--- config.mk ---
export PLATFORM = sky130hd
export DESIGN_NAME = cpu_interrupt_context_unit
export DESIGN_NICKNAME = d
export VERILOG_FILES = /design/src/hw/irq_ctx_pkg.sv /design/src/hw/cpu_interrupt_context_unit.sv /design/src/hw/edge_catcher.sv /design/src/hw/flag_group.sv
export VERILOG_INCLUDE_DIRS = /design/src /design/src/hw
export SDC_FILE = /design/constraint.sdc
export NUM_CORES = 1
export LEC_CHECK = 0
export BUFFER_PORTS_ARGS = -buffer_cell sky130_fd_sc_hd__buf_2
export CORE_MARGIN = 4
export CORE_UTILIZATION = 40
export CTS_BUF_LIST = sky130_fd_sc_hd__clkbuf_16
export CTS_CLUSTER_SIZE = 25
export DETAILED_ROUTE_END_ITERATION = 12
export GPL_TIMING_DRIVEN = 0
export PLACE_DENSITY = 0.65
export SYNTH_ARGS = -nofsm -noshare
export SYNTH_HDL_FRONTEND = slang
export SYNTH_HIERARCHICAL = 1
export SYNTH_SLANG_ARGS = --single-unit
export TNS_END_PERCENT = 100
--- constraint.sdc ---
create_clock -name mclk -period 3.04 [get_ports mclk]
set_input_delay 0 -clock mclk [delete_from_list [all_inputs] [get_ports mclk]]
set_output_delay 0 -clock mclk [all_outputs]
set_load 0.02 [all_outputs]
--- src/hw/irq_ctx_regs.svh ---
// Register offsets, field positions and timing counts
// Assumes inclusion by bare name from hw/ design files
`ifndef IRQ_CTX_REGS_SVH
`define IRQ_CTX_REGS_SVH

// Register offsets (byte addresses, one word each)
`define OFS_CONTROL     8'h00
`define OFS_PERIPH_EN_A 8'h04
`define OFS_PERIPH_EN_B 8'h08
`define OFS_FLAG_A      8'h0c
`define OFS_FLAG_B      8'h10
`define OFS_CORE_FLAG   8'h14
`define OFS_STATUS      8'h18
`define OFS_MASK        8'h1c
`define OFS_SHADOW_BASE 8'h40
`define OFS_SHADOW_LAST 8'h5c

// Control register fields
`define CTL_GLOBAL_EN   7
`define CTL_GROUP_EN    6
`define CTL_CORE_EN_LSB 0
`define CTL_EDGE_SEL    5

// Core flag fields
`define CORE_EXT_PIN    0

// Status bits of the interrupt output block
`define EV_ENTRY        0
`define EV_RETURN       1
`define EV_WAKE         2

// Vector and latency
`define IRQ_VECTOR      16'h0004
`define ENTRY_CYCLES    3

// Status register: watchdog expiry and sleep entered bits are not saved
`define STATUS_KEEP_MASK 8'he7

`endif

--- src/hw/irq_ctx_pkg.sv ---
// Types shared by the interrupt context unit files
// Assumes nothing of its surroundings
package irq_ctx_pkg;
	typedef enum logic [1:0] {
		ST_RUN,
		ST_ENTRY,
		ST_WAKE_STEP
	} ctl_state_t;
	typedef logic [7:0] byte_t;
endpackage : irq_ctx_pkg

--- src/hw/cpu_interrupt_context_unit.sv ---
// Interrupt logic: flags, enables, vector entry, shadow context, wake
// Assumes one core instruction per mclk cycle and synchronous inputs
//
// Added by the designer: the register addresses and the plain strobed port.
`timescale 1ns/100ps
`default_nettype none
`include "irq_ctx_regs.svh"

// Functional notes
// Any reset clears every enable so no interrupt is taken.
// Take needs global and own enable; peripheral ones also group enable.
// Flags set on each event regardless of any enable.
// Entry flushes prefetch, clears global enable, pushes PC, saves, vectors 0004h.
// Global enable clear records flags; pending serviced once enabled again.
// Return pops address, restores context, sets global enable.
// Handler polls flags and clears them before returning.
// Synchronous source reaches vector three or four cycles after event.
// Asynchronous source reaches vector three to five cycles after event.
// Latency independent of one or two cycle current instruction.
// External flag sampled for entry at start of every cycle.
// Only enabled sources wake; vector if global enable else continue.
// After wake, the next instruction executes before vectoring.
// External pin is edge triggered, rising or falling by select bit.
// External flag set every selected edge; vectors with global and pin enable.
// Entry copies accumulator, status less two bits, bank, pointers, PC latch.
// Exit restores from shadows; shadow writes take effect instead.
// Shadow copies readable and writable by software.
module cpu_interrupt_context_unit #(
	parameter int PERIPH_WIDTH = 8
) (
	input  wire logic                    mclk,
	input  wire logic                    reset_n,
	// Register port
	input  wire logic [7:0]              regAddr,
	input  wire logic [7:0]              regWrData,
	input  wire logic                    regWrite,
	input  wire logic                    regRead,
	output logic      [7:0]              regRdData,
	// Event sources
	input  wire logic                    extPin,
	input  wire logic [2:0]              coreEvents,
	input  wire logic [PERIPH_WIDTH-1:0] periphEventsA,
	input  wire logic [PERIPH_WIDTH-1:0] periphEventsB,
	// Core interface
	input  wire logic                    returnFromHandler,
	input  wire logic                    sleeping,
	input  wire logic [14:0]             corePc,
	input  wire logic [7:0]              coreAccum,
	input  wire logic [7:0]              coreStatus,
	input  wire logic [7:0]              coreBank,
	input  wire logic [7:0]              corePtr0Lo,
	input  wire logic [7:0]              corePtr0Hi,
	input  wire logic [7:0]              corePtr1Lo,
	input  wire logic [7:0]              corePtr1Hi,
	input  wire logic [7:0]              corePcHigh,
	output logic                         flushPrefetch,
	output logic                         pushPc,
	output logic      [14:0]             pushAddr,
	output logic                         popPc,
	output logic                         loadVector,
	output logic      [15:0]             vectorAddr,
	output logic                         wakeUp,
	output logic                         restoreCtx,
	output logic      [7:0]              restAccum,
	output logic      [7:0]              restStatus,
	output logic      [7:0]              restBank,
	output logic      [7:0]              restPtr0Lo,
	output logic      [7:0]              restPtr0Hi,
	output logic      [7:0]              restPtr1Lo,
	output logic      [7:0]              restPtr1Hi,
	output logic      [7:0]              restPcHigh,
	output logic                         irqOut
);
	// ---------------------------------------------------------------
	// Enables and flags
	// ---------------------------------------------------------------
	logic                    globalIrqEnable;
	logic                    peripheralGroupEnable;
	logic                    extEdgeSelect;
	logic [3:0]              coreEnables;
	logic [PERIPH_WIDTH-1:0] periphEnableRegA;
	logic [PERIPH_WIDTH-1:0] periphEnableRegB;
	logic [PERIPH_WIDTH-1:0] periphFlagRegA;
	logic [PERIPH_WIDTH-1:0] periphFlagRegB;
	logic [3:0]              coreFlags;
	logic                    extEdge;
	logic                    anyA;
	logic                    anyB;
	logic                    anyCore;
	logic                    pendingEnabled;
	logic [7:0]              shadow [8];
	logic [2:0]              evStatus;
	logic [2:0]              evMask;
	logic [2:0]              evSet;
	logic [1:0]              entryCount;
	irq_ctx_pkg::ctl_state_t state;
	logic                    wasSleeping;

	// ---------------------------------------------------------------
	// Register decode
	// ---------------------------------------------------------------
	wire wrCtl  = regWrite && regAddr == `OFS_CONTROL;
	wire wrEnA  = regWrite && regAddr == `OFS_PERIPH_EN_A;
	wire wrEnB  = regWrite && regAddr == `OFS_PERIPH_EN_B;
	wire wrFlA  = regWrite && regAddr == `OFS_FLAG_A;
	wire wrFlB  = regWrite && regAddr == `OFS_FLAG_B;
	wire wrCore = regWrite && regAddr == `OFS_CORE_FLAG;

	// ---------------------------------------------------------------
	// Take decision
	// ---------------------------------------------------------------
	// First cycle after wake runs the instruction behind the sleep
	wire wakeStep = wasSleeping && !sleeping;
	wire takeIt   = state == irq_ctx_pkg::ST_RUN
		&& globalIrqEnable
		&& pendingEnabled
		&& !sleeping
		&& !wakeStep
		&& !returnFromHandler;

	// ---------------------------------------------------------------
	// Flag groups
	// ---------------------------------------------------------------
	edge_catcher u_edge (
		.mclk      (mclk),
		.reset_n   (reset_n),
		.pinIn     (extPin),
		.risingSel (extEdgeSelect),
		.edgeSeen  (extEdge)
	);

	flag_group #(.WIDTH(4)) u_core_flags (
		.mclk      (mclk),
		.reset_n   (reset_n),
		.events    ({coreEvents, extEdge}),
		.wrEn      (wrCore),
		.wrData    (regWrData[3:0]),
		.enables   (coreEnables),
		.flags     (coreFlags),
		.anyActive (anyCore)
	);

	flag_group #(.WIDTH(PERIPH_WIDTH)) u_flags_a (
		.mclk      (mclk),
		.reset_n   (reset_n),
		.events    (periphEventsA),
		.wrEn      (wrFlA),
		.wrData    (regWrData[PERIPH_WIDTH-1:0]),
		.enables   (periphEnableRegA),
		.flags     (periphFlagRegA),
		.anyActive (anyA)
	);

	flag_group #(.WIDTH(PERIPH_WIDTH)) u_flags_b (
		.mclk      (mclk),
		.reset_n   (reset_n),
		.events    (periphEventsB),
		.wrEn      (wrFlB),
		.wrData    (regWrData[PERIPH_WIDTH-1:0]),
		.enables   (periphEnableRegB),
		.flags     (periphFlagRegB),
		.anyActive (anyB)
	);

	// Flags are level sampled every cycle, so a pending flag fires later too
	assign pendingEnabled = anyCore || (peripheralGroupEnable && (anyA || anyB));

	always_ff @(posedge mclk or negedge reset_n) begin
		if (!reset_n) begin
			peripheralGroupEnable <= 1'b0;
			extEdgeSelect         <= 1'b1;
			coreEnables           <= '0;
			periphEnableRegA      <= '0;
			periphEnableRegB      <= '0;
		end else if (wrCtl) begin
			peripheralGroupEnable <= regWrData[`CTL_GROUP_EN];
			extEdgeSelect         <= regWrData[`CTL_EDGE_SEL];
			coreEnables           <= regWrData[3:0];
		end else if (wrEnA) begin
			periphEnableRegA <= regWrData[PERIPH_WIDTH-1:0];
		end else if (wrEnB) begin
			periphEnableRegB <= regWrData[PERIPH_WIDTH-1:0];
		end
	end

	// ---------------------------------------------------------------
	// Global enable
	// ---------------------------------------------------------------
	always_ff @(posedge mclk or negedge reset_n) begin
		if (!reset_n) begin
			globalIrqEnable <= 1'b0;
		end else if (takeIt) begin
			globalIrqEnable <= 1'b0;
		end else if (returnFromHandler) begin
			globalIrqEnable <= 1'b1;
		end else if (wrCtl) begin
			globalIrqEnable <= regWrData[`CTL_GLOBAL_EN];
		end
	end

	// ---------------------------------------------------------------
	// Wake tracking
	// ---------------------------------------------------------------
	always_ff @(posedge mclk or negedge reset_n) begin
		if (!reset_n) begin
			wasSleeping <= 1'b0;
		end else begin
			wasSleeping <= sleeping;
		end
	end

	// ---------------------------------------------------------------
	// Entry sequence and wake
	// ---------------------------------------------------------------
	always_ff @(posedge mclk or negedge reset_n) begin
		if (!reset_n) begin
			state       <= irq_ctx_pkg::ST_RUN;
			entryCount  <= '0;
		end else begin
			case (state)
				irq_ctx_pkg::ST_RUN: begin
					if (sleeping && pendingEnabled) begin
						state <= irq_ctx_pkg::ST_WAKE_STEP;
					end else if (takeIt) begin
						state      <= irq_ctx_pkg::ST_ENTRY;
						entryCount <= 2'(`ENTRY_CYCLES - 1);
					end
				end
				irq_ctx_pkg::ST_WAKE_STEP: begin
					state <= irq_ctx_pkg::ST_RUN;
				end
				irq_ctx_pkg::ST_ENTRY: begin
					if (entryCount == 2'h1) begin
						state <= irq_ctx_pkg::ST_RUN;
					end
					entryCount <= entryCount - 2'h1;
				end
				default: begin
					state <= irq_ctx_pkg::ST_RUN;
				end
			endcase
		end
	end

	// ---------------------------------------------------------------
	// Core handshake outputs
	// ---------------------------------------------------------------
	// Entry is fixed length whatever the core was executing
	assign flushPrefetch = takeIt;
	assign pushPc        = takeIt;
	assign popPc         = returnFromHandler;
	assign restoreCtx    = returnFromHandler;
	assign loadVector    = state == irq_ctx_pkg::ST_ENTRY && entryCount == 2'h1;
	assign vectorAddr    = `IRQ_VECTOR;
	assign wakeUp        = state == irq_ctx_pkg::ST_WAKE_STEP;

	// ---------------------------------------------------------------
	// Return address
	// ---------------------------------------------------------------
	always_ff @(posedge mclk or negedge reset_n) begin
		if (!reset_n) begin
			pushAddr <= '0;
		end else if (takeIt) begin
			pushAddr <= corePc;
		end
	end

	// ---------------------------------------------------------------
	// Shadow context
	// ---------------------------------------------------------------
	wire [7:0] shIdx = (regAddr - `OFS_SHADOW_BASE) >> 2;
	wire       shHit = regAddr >= `OFS_SHADOW_BASE && regAddr <= `OFS_SHADOW_LAST
		&& regAddr[1:0] == 2'h0;

	always_ff @(posedge mclk or negedge reset_n) begin
		if (!reset_n) begin
			for (int i = 0; i < 8; i++) begin
				shadow[i] <= 8'h00;
			end
		end else if (takeIt) begin
			shadow[0] <= coreAccum;
			shadow[1] <= coreStatus & `STATUS_KEEP_MASK;
			shadow[2] <= coreBank;
			shadow[3] <= corePtr0Lo;
			shadow[4] <= corePtr0Hi;
			shadow[5] <= corePtr1Lo;
			shadow[6] <= corePtr1Hi;
			shadow[7] <= corePcHigh;
		end else if (regWrite && shHit) begin
			shadow[shIdx[2:0]] <= regWrData;
		end
	end

	assign restAccum  = shadow[0];
	assign restStatus = shadow[1];
	assign restBank   = shadow[2];
	assign restPtr0Lo = shadow[3];
	assign restPtr0Hi = shadow[4];
	assign restPtr1Lo = shadow[5];
	assign restPtr1Hi = shadow[6];
	assign restPcHigh = shadow[7];

	// ---------------------------------------------------------------
	// Event status and interrupt output
	// ---------------------------------------------------------------
	assign evSet = {wakeUp, returnFromHandler, takeIt};

	always_ff @(posedge mclk or negedge reset_n) begin
		if (!reset_n) begin
			evStatus <= '0;
			evMask   <= '0;
		end else begin
			if (regWrite && regAddr == `OFS_STATUS) begin
				evStatus <= (evStatus & ~regWrData[2:0]) | evSet;
			end else begin
				evStatus <= evStatus | evSet;
			end
			if (regWrite && regAddr == `OFS_MASK) begin
				evMask <= regWrData[2:0];
			end
		end
	end

	assign irqOut = |(evStatus & evMask);

	// ---------------------------------------------------------------
	// Read port
	// ---------------------------------------------------------------
	always_ff @(posedge mclk or negedge reset_n) begin
		if (!reset_n) begin
			regRdData <= 8'h00;
		end else if (regRead) begin
			if (shHit) begin
				regRdData <= shadow[shIdx[2:0]];
			end else begin
				case (regAddr)
					`OFS_CONTROL: regRdData <= {globalIrqEnable, peripheralGroupEnable,
						extEdgeSelect, 1'b0, coreEnables};
					`OFS_PERIPH_EN_A: regRdData <= 8'(periphEnableRegA);
					`OFS_PERIPH_EN_B: regRdData <= 8'(periphEnableRegB);
					`OFS_FLAG_A:      regRdData <= 8'(periphFlagRegA);
					`OFS_FLAG_B:      regRdData <= 8'(periphFlagRegB);
					`OFS_CORE_FLAG:   regRdData <= {4'h0, coreFlags};
					`OFS_STATUS:      regRdData <= {5'h00, evStatus};
					`OFS_MASK:        regRdData <= {5'h00, evMask};
					default:          regRdData <= 8'h00;
				endcase
			end
		end else begin
			regRdData <= 8'h00;
		end
	end
endmodule : cpu_interrupt_context_unit
`default_nettype wire

--- src/hw/edge_catcher.sv ---
// Edge detector for the external interrupt pin
// Assumes pin already synchronous to mclk
`timescale 1ns/100ps
`default_nettype none
module edge_catcher (
	input  wire logic mclk,
	input  wire logic reset_n,
	input  wire logic pinIn,
	input  wire logic risingSel,
	output logic      edgeSeen
);
	logic pinLast;

	always_ff @(posedge mclk or negedge reset_n) begin
		if (!reset_n) begin
			pinLast <= 1'b0;
		end else begin
			pinLast <= pinIn;
		end
	end

	assign edgeSeen = risingSel ? (pinIn & ~pinLast) : (~pinIn & pinLast);
endmodule : edge_catcher
`default_nettype wire

--- src/hw/flag_group.sv ---
// Group of sticky interrupt flags with enables
// Assumes event pulses synchronous to mclk
`timescale 1ns/100ps
`default_nettype none
module flag_group #(
	parameter int WIDTH = 8
) (
	input  wire logic             mclk,
	input  wire logic             reset_n,
	input  wire logic [WIDTH-1:0] events,
	input  wire logic             wrEn,
	input  wire logic [WIDTH-1:0] wrData,
	input  wire logic [WIDTH-1:0] enables,
	output logic      [WIDTH-1:0] flags,
	output logic                  anyActive
);
	// Set wins over a software write of zero
	always_ff @(posedge mclk or negedge reset_n) begin
		if (!reset_n) begin
			flags <= '0;
		end else if (wrEn) begin
			flags <= wrData | events;
		end else begin
			flags <= flags | events;
		end
	end

	assign anyActive = |(flags & enables);
endmodule : flag_group
`default_nettype wire

==> results of run 1 <==
==> worst paths after layout <==
path | cells past startpoint | from | slack (ps) | endpoint
setup / recovery | 9 | u_flags_b/flags[0] | 170 | restPtr0Hi[4]
hold / removal | 3 | regWrData[6] | 10 | restPtr1Hi[6]
setup reg to reg | 9 | u_flags_b/flags[0] | 170 | restPtr0Hi[4]
hold reg to reg | 1 | state[1] | 470 | state[0]
max in group asynchronous | 3 | reset_n | 2040 | extEdgeSelect
min in group asynchronous | 2 | reset_n | 160 | pushAddr[14]
==> worst register-to-register path, stage by stage, from the launching register on <==
cell and delay [ps]:
dfrtp_1 400, a22oi_1 280, nand4_1 130, o21a_1 240, o211ai_1 190, buf_4 160
buf_4 130, clkbuf_1 420, buf_1 570, a31oi_1 180
==> cells in the mapped netlist, drive strengths merged <==
master,n,area share
a222oi,1,0.0014
inv,8,0.0041
dfstp,1,0.0036
a311oi,1,0.0012
or2,1,0.00086
nor2b,23,0.020
o22ai,7,0.0060
or3,1,0.00086
a211oi,3,0.0031
nor2,75,0.041
a31oi,55,0.047
nand3b,5,0.0052
nand2b,7,0.0060
nand4b,1,0.0012
a221oi,2,0.0024
mux2i,23,0.032
o211ai,1,0.0010
or4,1,0.0016
and3,2,0.0017
conb,2,0.0010
a22oi,10,0.010
and2,2,0.0017
nand4,2,0.0017
ha,1,0.0017
and3b,1,0.0012
buf,32,0.031
nor4b,1,0.0012
a22o,1,0.0012
a211o,20,0.026
clkbuf,26,0.013
o21a,1,0.0010
nor3,13,0.015
mux4,22,0.068
dfrtp,141,0.49
a21oi,15,0.010
mux2,41,0.064
nand3,10,0.0069
o21ai,9,0.0067
nor4,3,0.0055
nand2,124,0.064
==> what timing repair did <==
item	CTS	global route
setup buffers	4	0
setup endpoints to repair	60	2
hold endpoints to repair	187	0
gates resized for setup	0	4
pin swaps	1	0
hold buffers	126	0
==> layout make-up <==
cell class | count | area [um2]
multi-input cells | 501 | 3400
clock buffers | 17 | 425
diodes | 3 | 7.51
fillers | 1476 | 7030
repair buffers | 342 | 2380
inverters | 8 | 30.0
well taps | 225 | 282
plain buffers | 57 | 319
clock inverters | 13 | 110
flip-flops and latches | 142 | 3550
==> where the power goes <==
group | switching [mW] | total, mW | internal (mW)
logic | 1.56 | 2.64 | 1.08
clock network | 0.775 | 1.95 | 1.17
registers | 0.492 | 2.93 | 2.44
==> metrics by stage <==
stage,std cells,TNS (ps)
3_3_place_gp,1145,-16740
3_5_place_dp,1146,-2570
5_1_grt,1308,0
4_1_cts,1306,0
6_report,1308,0
2_1_floorplan,709,0
==> cells by family after synthesis <==
family,synth area share
adders and majority gates,0.00173
muxes,0.164
DFF,0.490
AOI/OAI and AO/OA,0.119
buffers and inverters,0.0483
other,0.00104
and+or+nand+nor,0.176
==> registers in the layout, indices dropped and copies added, names as in the netlist, 3 cells and up <==
register            count
coreEnables             4
evMask                  3
evStatus                3
periphEnableRegA        8
periphEnableRegB        8
pushAddr               15
regRdData               8
restAccum               8
restBank                8
restPcHigh              8
restPtr0Hi              8
restPtr0Lo              8
restPtr1Hi              8
restPtr1Lo              8
restStatus              8
u_core_flags/flags      4
u_flags_a/flags         8
u_flags_b/flags         8
==> routing by layer <==
layer  part of all wire  wire length, um  vias up  global-route usage
met2               0.48            13200      420               0.428
met4              0.036              984        0               0.112
met3              0.096             2630       68              0.0690
met1               0.39            10600     3517               0.348
met5                  0                0        -                   0
li1                   -                -     3208                   -
==> metrics, run 1 <==
gr ovfl total=0; RSZ-0062 raised after global routing=no; fin crit period=2870 ps; Setup crit end kind=flip-flop; Avg Inst Size Synth=10.4 um2; Clk Latency, worst-skew pair=430 ps; Layout area overhead=44.9%; fin area=0.0105 mm2; Vias per Instance=5.51; number of global-route vias before repair=7343; HP Class=in2reg; Max Freq=0.349 GHz; largest net degree at the start of global routing=74; crit path launch type=flip-flop; CTS tree=built; Worst slew margin=0.320; Crit Path Max Fanout=10; GPL Wtd Cong=0.934; Slew Limit Fails=0; CP Cell Sequence=a22oi_1 -> nand4_1 -> o21a_1 -> o211ai_1 -> buf_4 -> buf_4 -> clkbuf_1 -> buf_1 -> a31oi_1; Slew @ Worst Pin=1010 ps; Critical Path Slowest Stage Cell=buf_1; Top Ports=231; post-place instance area=0.00867 mm2; most common cell after layout, fill and taps aside=buf_2; Total GRT Usage=0.268; pre-CTS WS=-189 ps; status=finished, final reports clean; Power Density=716 mW/mm2; TritonCTS Sinks=142; final net count=1191; Ys Warns=6; Worst Skew=9.41 ps; Die ar.=0.0203 mm2; antenna violations before repair=3; Final Util=0.599; worst ir drop on vdd=0.000478 V; Initial Util=0.413; Leak=4.87 nW; DRC marker count from the first detailed-route iteration=742; Design Power=7.52 mW; Post-Synthesis Cell Area=0.00725 mm2; Final HPWL DP=19200 um; required time worst endpoint=3300 ps; drt pass-1 iters=5; worst path bufs/invs=4; CTS buffer count=17; Total Wirelength=27400 um; Clk pin slew, worst setup/hold paths=50 ps; FP Rows=48; most used cell, CP=buf_4; hold_ws=9.73 ps; Max-Cap Viols=0; Die Span Y=143 um; final setup margin=174 ps; final setup fails=0; share of layout cells above drive strength 1=0.335; CTS Buffer Depth=2; DR DRC count=0; buffers added on ports=211; DR WL/cell=20.9 um; CP arrival=3130 ps; largest stage delay on the critical path=570 ps; H-Tree Depth=4; Final Cycle Share=0.943; final count of hold timing violations=0; CTS root buffer=clkbuf_16; critical path class=reg2reg; routed via count=7213; sequential share of the synthesized area=0.490; Core ar.=0.0175 mm2; #FFs+latches synth=142; Antenna Nets Post-Route=0; first-pass GRT wire length=41400 um; most frequent cells in the layout=buf_2 (217), dfrtp_1 (141), dlygate4sd3_1 (126); Top delay family on crit path=buffers and inverters; post-synth cell types=50; die width=143 um; Mapped Cells=695
Power figures use the tool's default switching activity.
==> inputs of run 2 (changes only) <==
--- a/config.mk
+++ b/config.mk
@@ -13,7 +13,7 @@
 export CTS_CLUSTER_SIZE = 25
 export DETAILED_ROUTE_END_ITERATION = 12
 export GPL_TIMING_DRIVEN = 0
-export PLACE_DENSITY = 0.65
+export PLACE_DENSITY = 0.74
 export SYNTH_ARGS = -nofsm -noshare
 export SYNTH_HDL_FRONTEND = slang
 export SYNTH_HIERARCHICAL = 1
==> run 2 against run 1 <==
Effect of this change: die area unchanged; largest power group unchanged; power grew 2.8%; combinational power about the same.
==> metrics, run 2 (synthesized netlist as in run 1, its figures left out) <==
status=finished, final reports clean; register share of total power=0.378 (-0.012); Psw=2.87 mW (+1.5%); clock share of power=0.281 (+0.022); final setup fails=0 (unchanged); RSZ-0062 raised after global routing=no; CTS Buffer Depth=2 (unchanged); final net count=1192 (+0.084%); CTS buffer count=17 (unchanged); most common cell after layout, fill and taps aside=buf_2; Setup crit end kind=flip-flop; Slew @ Worst Pin=986 ps (-25.9 ps); Final Cycle Share=0.954 (+0.0112); internal power=4.86 mW (+3.6%); Seq. cell area=0.00355 mm2 (unchanged); Antenna Nets Post-Route=0 (unchanged); Crit Path Max Fanout=10 (unchanged); buffers added on ports=211 (unchanged); Worst Skew=12.5 ps (+3.05 ps); critical path class=reg2reg; CTS tree=built; Post-CTS Resized=0 (unchanged); DR WL/cell=21.3 um (+2.1%); Top Ports=231 (unchanged); Slew Limit Fails=0 (unchanged); Leak=4.89 nW (+0.40%); Clk Latency, worst-skew pair=430 ps (about the same); FP Rows=48 (unchanged); Reg2Reg Depth=8 (-1); Critical R2R Capture=restPtr0Hi[6]; Vias per Instance=5.62 (+2.0%); Initial Util=0.413 (unchanged); crit path launch type=flip-flop; Total Wirelength=28000 um (+2.2%); multi-input logic area=0.00340 mm2 (unchanged); Final Util=0.603 (+0.00407); Switching Share=0.371 (-0.00467); worst ir drop on vdd=0.000486 V (+1.6%); TritonCTS Sinks=142 (unchanged); largest reg by FF count=pushAddr; Clk pin slew, worst setup/hold paths=60 ps (about the same); Worst slew margin=0.338 (+0.0174); fin crit period=2900 ps (+34.2 ps); Setup TNS=0 ps (unchanged); CP arrival=3160 ps (+30 ps); DRC marker count from the first detailed-route iteration=746 (+0.54%); antenna violations before repair=3 (unchanged); CTS root buffer=clkbuf_16; final count of hold timing violations=0 (unchanged); GPL Wtd Cong=0.983 (+5.3%); H-Tree Depth=4 (unchanged); number of global-route vias before repair=7405 (+0.84%); drt pass-1 iters=6 (+1); Die Span Y=143 um (unchanged); Fillers=1401 (-5.1%); share of layout cells above drive strength 1=0.335 (-0.000620); required time worst endpoint=3300 ps (about the same); Total GRT Usage=0.273 (+0.00484); Core ar.=0.0175 mm2 (unchanged); Layout area overhead=45.9%; routed via count=7365 (+2.1%); HP Class=in2async; max reg flops=15 (unchanged); Max-Cap Viols=0 (unchanged); largest net degree at the start of global routing=101 (+36%); die width=143 um (unchanged); first-pass GRT wire length=42100 um (+1.8%); gr ovfl total=0 (unchanged); Final HPWL DP=19000 um (-0.72%); Power Density=731 mW/mm2 (+2.1%); Die ar.=0.0203 mm2 (unchanged); worst r2r src=periphEnableRegB[0]; Comb power frac=0.340 (-0.012); most frequent cells in the layout=buf_2 (217), dfrtp_1 (141), dlygate4sd3_1 (128); Max Freq=0.345 GHz (-1.2%); DR DRC count=0 (unchanged); Reg2Reg Setup Slack=140 ps (-30 ps); hold_ws=53.4 ps (+43.7 ps)
run 2: cell count changes in the layout (fill, tap and decap cells not counted), moves of 2 or more:
cell	change
clkinv_1	-2
buf_4	-2
clkbuf_2	-2
clkbuf_1	+3
dlygate4sd3_1	+2
bufinv_16	+2
run 2: cell type report:
class,count,area share
Clock inverter,14,0.0166
Buffer,58,0.0303
Sequential cell,142,0.336
Clock buffer,17,0.0402
Multi-Input combinational cell,501,0.321
Timing Repair Buffer,342,0.226
Tap cell,225,0.0266
Antenna cell,3,0.000710
Inverter,8,0.00284
run 2: layer usage:
layer | global-route usage | up-vias | routed length (um)
li1 | - | 3211 | -
met2 | 0.442 | 497 | 13400
met4 | 0.133 | 0 | 1330
met3 | 0.0710 | 110 | 2820
met5 | 0 | - | 0
met1 | 0.340 | 3547 | 10400
run 2: stage by stage:
step / power (mW) / std cells / setup WS, ps / area, um2
6_report: 7.73 / 1310 / 140 / 10600
5_1_grt: 8.03 / 1310 / 70.8 / 10600
4_1_cts: 7.67 / 1307 / 206 / 10600
3_5_place_dp: 5.40 / 1146 / -149 / 8670
3_3_place_gp: 5.33 / 1145 / -122 / 8640
2_1_floorplan: 4.31 / 709 / 953 / 7300
run 2: how the worst max path moves through the flow:
stage	startpoint	to	slack, ps	cells past startpoint
floorplan	periphEnableRegB[4]	restPtr0Hi[3]	950	7
global placement	u_flags_b/flags[4]	restPtr0Lo[3]	-120	7
detailed placement	periphEnableRegB[0]	restPtr0Hi[5]	-150	7
CTS	u_flags_b/flags[0]	pushPc	210	8
global route	periphEnableRegB[0]	restPtr0Hi[4]	70	8
finish	periphEnableRegB[0]	restPtr0Hi[6]	140	8
run 2: critical path, cell delays in order, from the launching register on:
cell	delay, ps
dfrtp_1	390
a22oi_1	270
nand4_1	130
o21a_1	240
o211ai_1	330
buf_4	220
clkbuf_1	410
buf_1	550
a31oi_1	190
run 2: what timing repair did:
item	in CTS	in global routing
endpoints found under the setup margin	55	0
setup buffers	2	0
hold endpoints to repair	241	0
hold buffers	128	0
run 2: power by group through the flow:
stage | Combinational [mW] | Clock [mW] | Sequential [mW]
after floorplan | 0.904 | 0 | 3.41
after global placement | 2.42 | 0 | 2.91
after detailed placement | 2.48 | 0 | 2.92
after CTS | 2.59 | 2.18 | 2.89
after global routing | 2.78 | 2.27 | 2.97
final | 2.63 | 2.18 | 2.93
==> inputs of run 3 (changes only) <==
--- a/config.mk
+++ b/config.mk
@@ -13,7 +13,7 @@
 export CTS_CLUSTER_SIZE = 25
 export DETAILED_ROUTE_END_ITERATION = 12
 export GPL_TIMING_DRIVEN = 0
-export PLACE_DENSITY = 0.74
+export PLACE_DENSITY = 0.7
 export SYNTH_ARGS = -nofsm -noshare
 export SYNTH_HDL_FRONTEND = slang
 export SYNTH_HIERARCHICAL = 1
==> run 3 against run 2 <==
Effect of this change: wire length down 2.5%; first-iteration DRC count is 15% lower; cell count about the same; die area is the same; via count is 1.3% lower; flip-flop and latch count is the same; largest power group unchanged.
==> metrics, run 3 (synthesized netlist as in run 1, its figures left out) <==
status=finished, final reports clean; Final HPWL DP=19300 um (+1.5%); final count of hold timing violations=0 (unchanged); required time worst endpoint=3350 ps (+50 ps); GR Util met1=0.342 (+0.00234); Critical Path Slowest Stage Cell=dlygate4sd3_1; first-pass GRT wire length=41100 um (-2.4%); Clk Latency, worst-skew pair=430 ps (about the same); Crit Path Max Fanout=10 (unchanged); largest stage delay on the critical path=590 ps (+40 ps); Reg2Reg Depth=8 (unchanged); RSZ-0062 raised after global routing=no; Leak=4.86 nW (-0.59%); HP Class=in2reg; share of layout cells above drive strength 1=0.337 (+0.00277); final setup fails=0 (unchanged); Core ar.=0.0175 mm2 (unchanged); register share of total power=0.392 (+0.014); Layout area overhead=44.9%; DRC marker count from the first detailed-route iteration=637 (-15%); Reg2Reg Setup Slack=140 ps (about the same); Max Freq=0.344 GHz (-0.11%); DR WL/cell=20.8 um (-2.4%); post-place instance area=0.00867 mm2 (unchanged); Clk pin slew, worst setup/hold paths=60 ps (about the same); Critical R2R Capture=restPtr1Hi[6]; Final Util=0.599 (-0.00407); drt pass-1 iters=6 (unchanged); largest net degree at the start of global routing=80 (-21%); largest reg by FF count=pushAddr; CP Cell Sequence=a22oi_1 -> nand4_1 -> o21a_1 -> o211ai_1 -> clkbuf_2 -> clkbuf_1 -> a21oi_1 -> dlygate4sd3_1; fin crit period=2900 ps (+3.20 ps); DR DRC count=0 (unchanged); Power Density=715 mW/mm2 (-2.2%); Switching Share=0.381 (+0.0102); Slew Limit Fails=0 (unchanged); internal power=4.64 mW (-4.4%); Top Ports=231 (unchanged); Setup crit end kind=flip-flop; Worst slew margin=0.333 (-0.00434); clock share of power=0.254 (-0.027); TritonCTS Sinks=142 (unchanged); crit path launch type=flip-flop; worst r2r src=u_flags_b/flags[0]; critical path depth=8 (unchanged); GR peak layer=met2; Psw=2.86 mW (-0.17%); Vias per Instance=5.55 (-1.2%); Comb power frac=0.354 (+0.014); CTS buffer count=17 (unchanged); Slew @ Worst Pin=992 ps (+6.46 ps); buffers added on ports=211 (unchanged); gr ovfl total=0 (unchanged); hold_ws=42.1 ps (-11.3 ps); worst path bufs/invs=3 (unchanged); Total Wirelength=27300 um (-2.5%); antenna violations before repair=2 (-1); worst ir drop on vdd=0.000520 V (+7.2%); Die ar.=0.0203 mm2 (unchanged); Max-Cap Viols=0 (unchanged); Critical path origin=u_flags_b/flags[0]; met3 Resource Use GR=0.0653 (-0.00569); H-Tree Depth=4 (unchanged); die width=143 um (unchanged); max reg flops=15 (unchanged); Final Cycle Share=0.955 (+0.00105); Die Span Y=143 um (unchanged); critical path class=reg2reg; Initial Util=0.413 (unchanged); Non-Filler Instances=1309 (-0.076%); Total GRT Usage=0.266 (-0.00622); CTS tree=built; fin area=0.0105 mm2 (-0.67%); routed via count=7269 (-1.3%); CTS root buffer=clkbuf_16; most frequent cells in the layout=buf_2 (217), dfrtp_1 (141), dlygate4sd3_1 (128); met2 Usage GRT=0.436 (-0.00593); Worst Skew=9.70 ps (-2.76 ps); most common cell after layout, fill and taps aside=buf_2; final net count=1192 (unchanged); GPL Wtd Cong=0.919 (-6.5%); CP arrival=3210 ps (+50 ps); number of global-route vias before repair=7322 (-1.1%); Antenna Nets Post-Route=0 (unchanged); Top delay family on crit path=buffers and inverters; CTS Buffer Depth=2 (unchanged); FP Rows=48 (unchanged); DP Cell Count=1146 (unchanged); CP Capture Point=restPtr1Hi[6]
## run 3: cell types whose count changed in the layout (fill, tap and decap cells not counted)
cell	previous run	this run
bufinv_16	4	1
diode_2	3	2
inv_1	10	8
clkinvlp_4	2	3
clkinv_1	1	3
clkbuf_2	0	3
clkinv_2	4	6
clkbuf_1	26	23
## run 3: power by group through the flow
stage          Combinational, mW  Sequential (mW)  Clock, mW
3_3_place_gp                2.42             2.91          0
4_1_cts                     2.63             2.91       1.92
2_1_floorplan              0.904             3.41          0
5_1_grt                     2.83             2.99       2.01
6_report                    2.66             2.95       1.91
3_5_place_dp                2.47             2.94          0
## run 3: how the worst min path moves through the flow
stage                 start              to  slack (ps)  cells past startpoint
6_report       regWrData[5]   restPtr1Hi[5]          40                      3
5_1_grt        regWrData[5]   restPtr1Hi[5]          50                      3
4_1_cts        regWrData[5]   restPtr1Hi[5]          20                      3
3_5_place_dp        reset_n     pushAddr[0]          40                      1
3_3_place_gp         extPin  u_edge/pinLast         130                      1
2_1_floorplan       reset_n  coreEnables[0]        -300                      0
## run 3: worst register-to-register path, delay by kind of cell, from the launching register on
family | cells | cell delay [ps]
simple gates | 1 | 130
flops | 1 | 400
compound gates | 4 | 900
buf+inv | 3 | 1350
## run 3: per-layer routing
layer  vias to the layer above  wire length, um
li1                       3205                -
met1                      3561            10300
met2                       431            13300
met3                        72             2760
met4                         0              986
met5                         -                0
## run 3: through the flow
step	worst slack (ps)	power, mW	TNS [ps]
after detailed placement	-50.0	5.41	-365
after global routing	2.11	7.83	0
after global placement	-119	5.33	-15290
final	137	7.51	0
after floorplan	953	4.31	0
after CTS	27.6	7.46	0
## run 3: final cells by class
| class | instances | area, um2 |
|---|---|---|
| inverters | 8 | 30.0 |
| clock buffers | 17 | 425 |
| flip-flops and latches | 142 | 3550 |
| clock inverters | 14 | 103 |
| multi-input cells | 501 | 3400 |
| well taps | 225 | 282 |
| fillers | 1508 | 7030 |
| diodes | 2 | 5.00 |
| plain buffers | 58 | 324 |
| repair buffers | 342 | 2390 |
## run 3: what timing repair did
item / CTS / global route
hold endpoints to repair: 178 / 0
resized for setup: 0 / 6
pin swaps: 1 / 0
hold buffers: 128 / 0
setup buffers: 2 / 0
endpoints found under the setup margin: 24 / 5
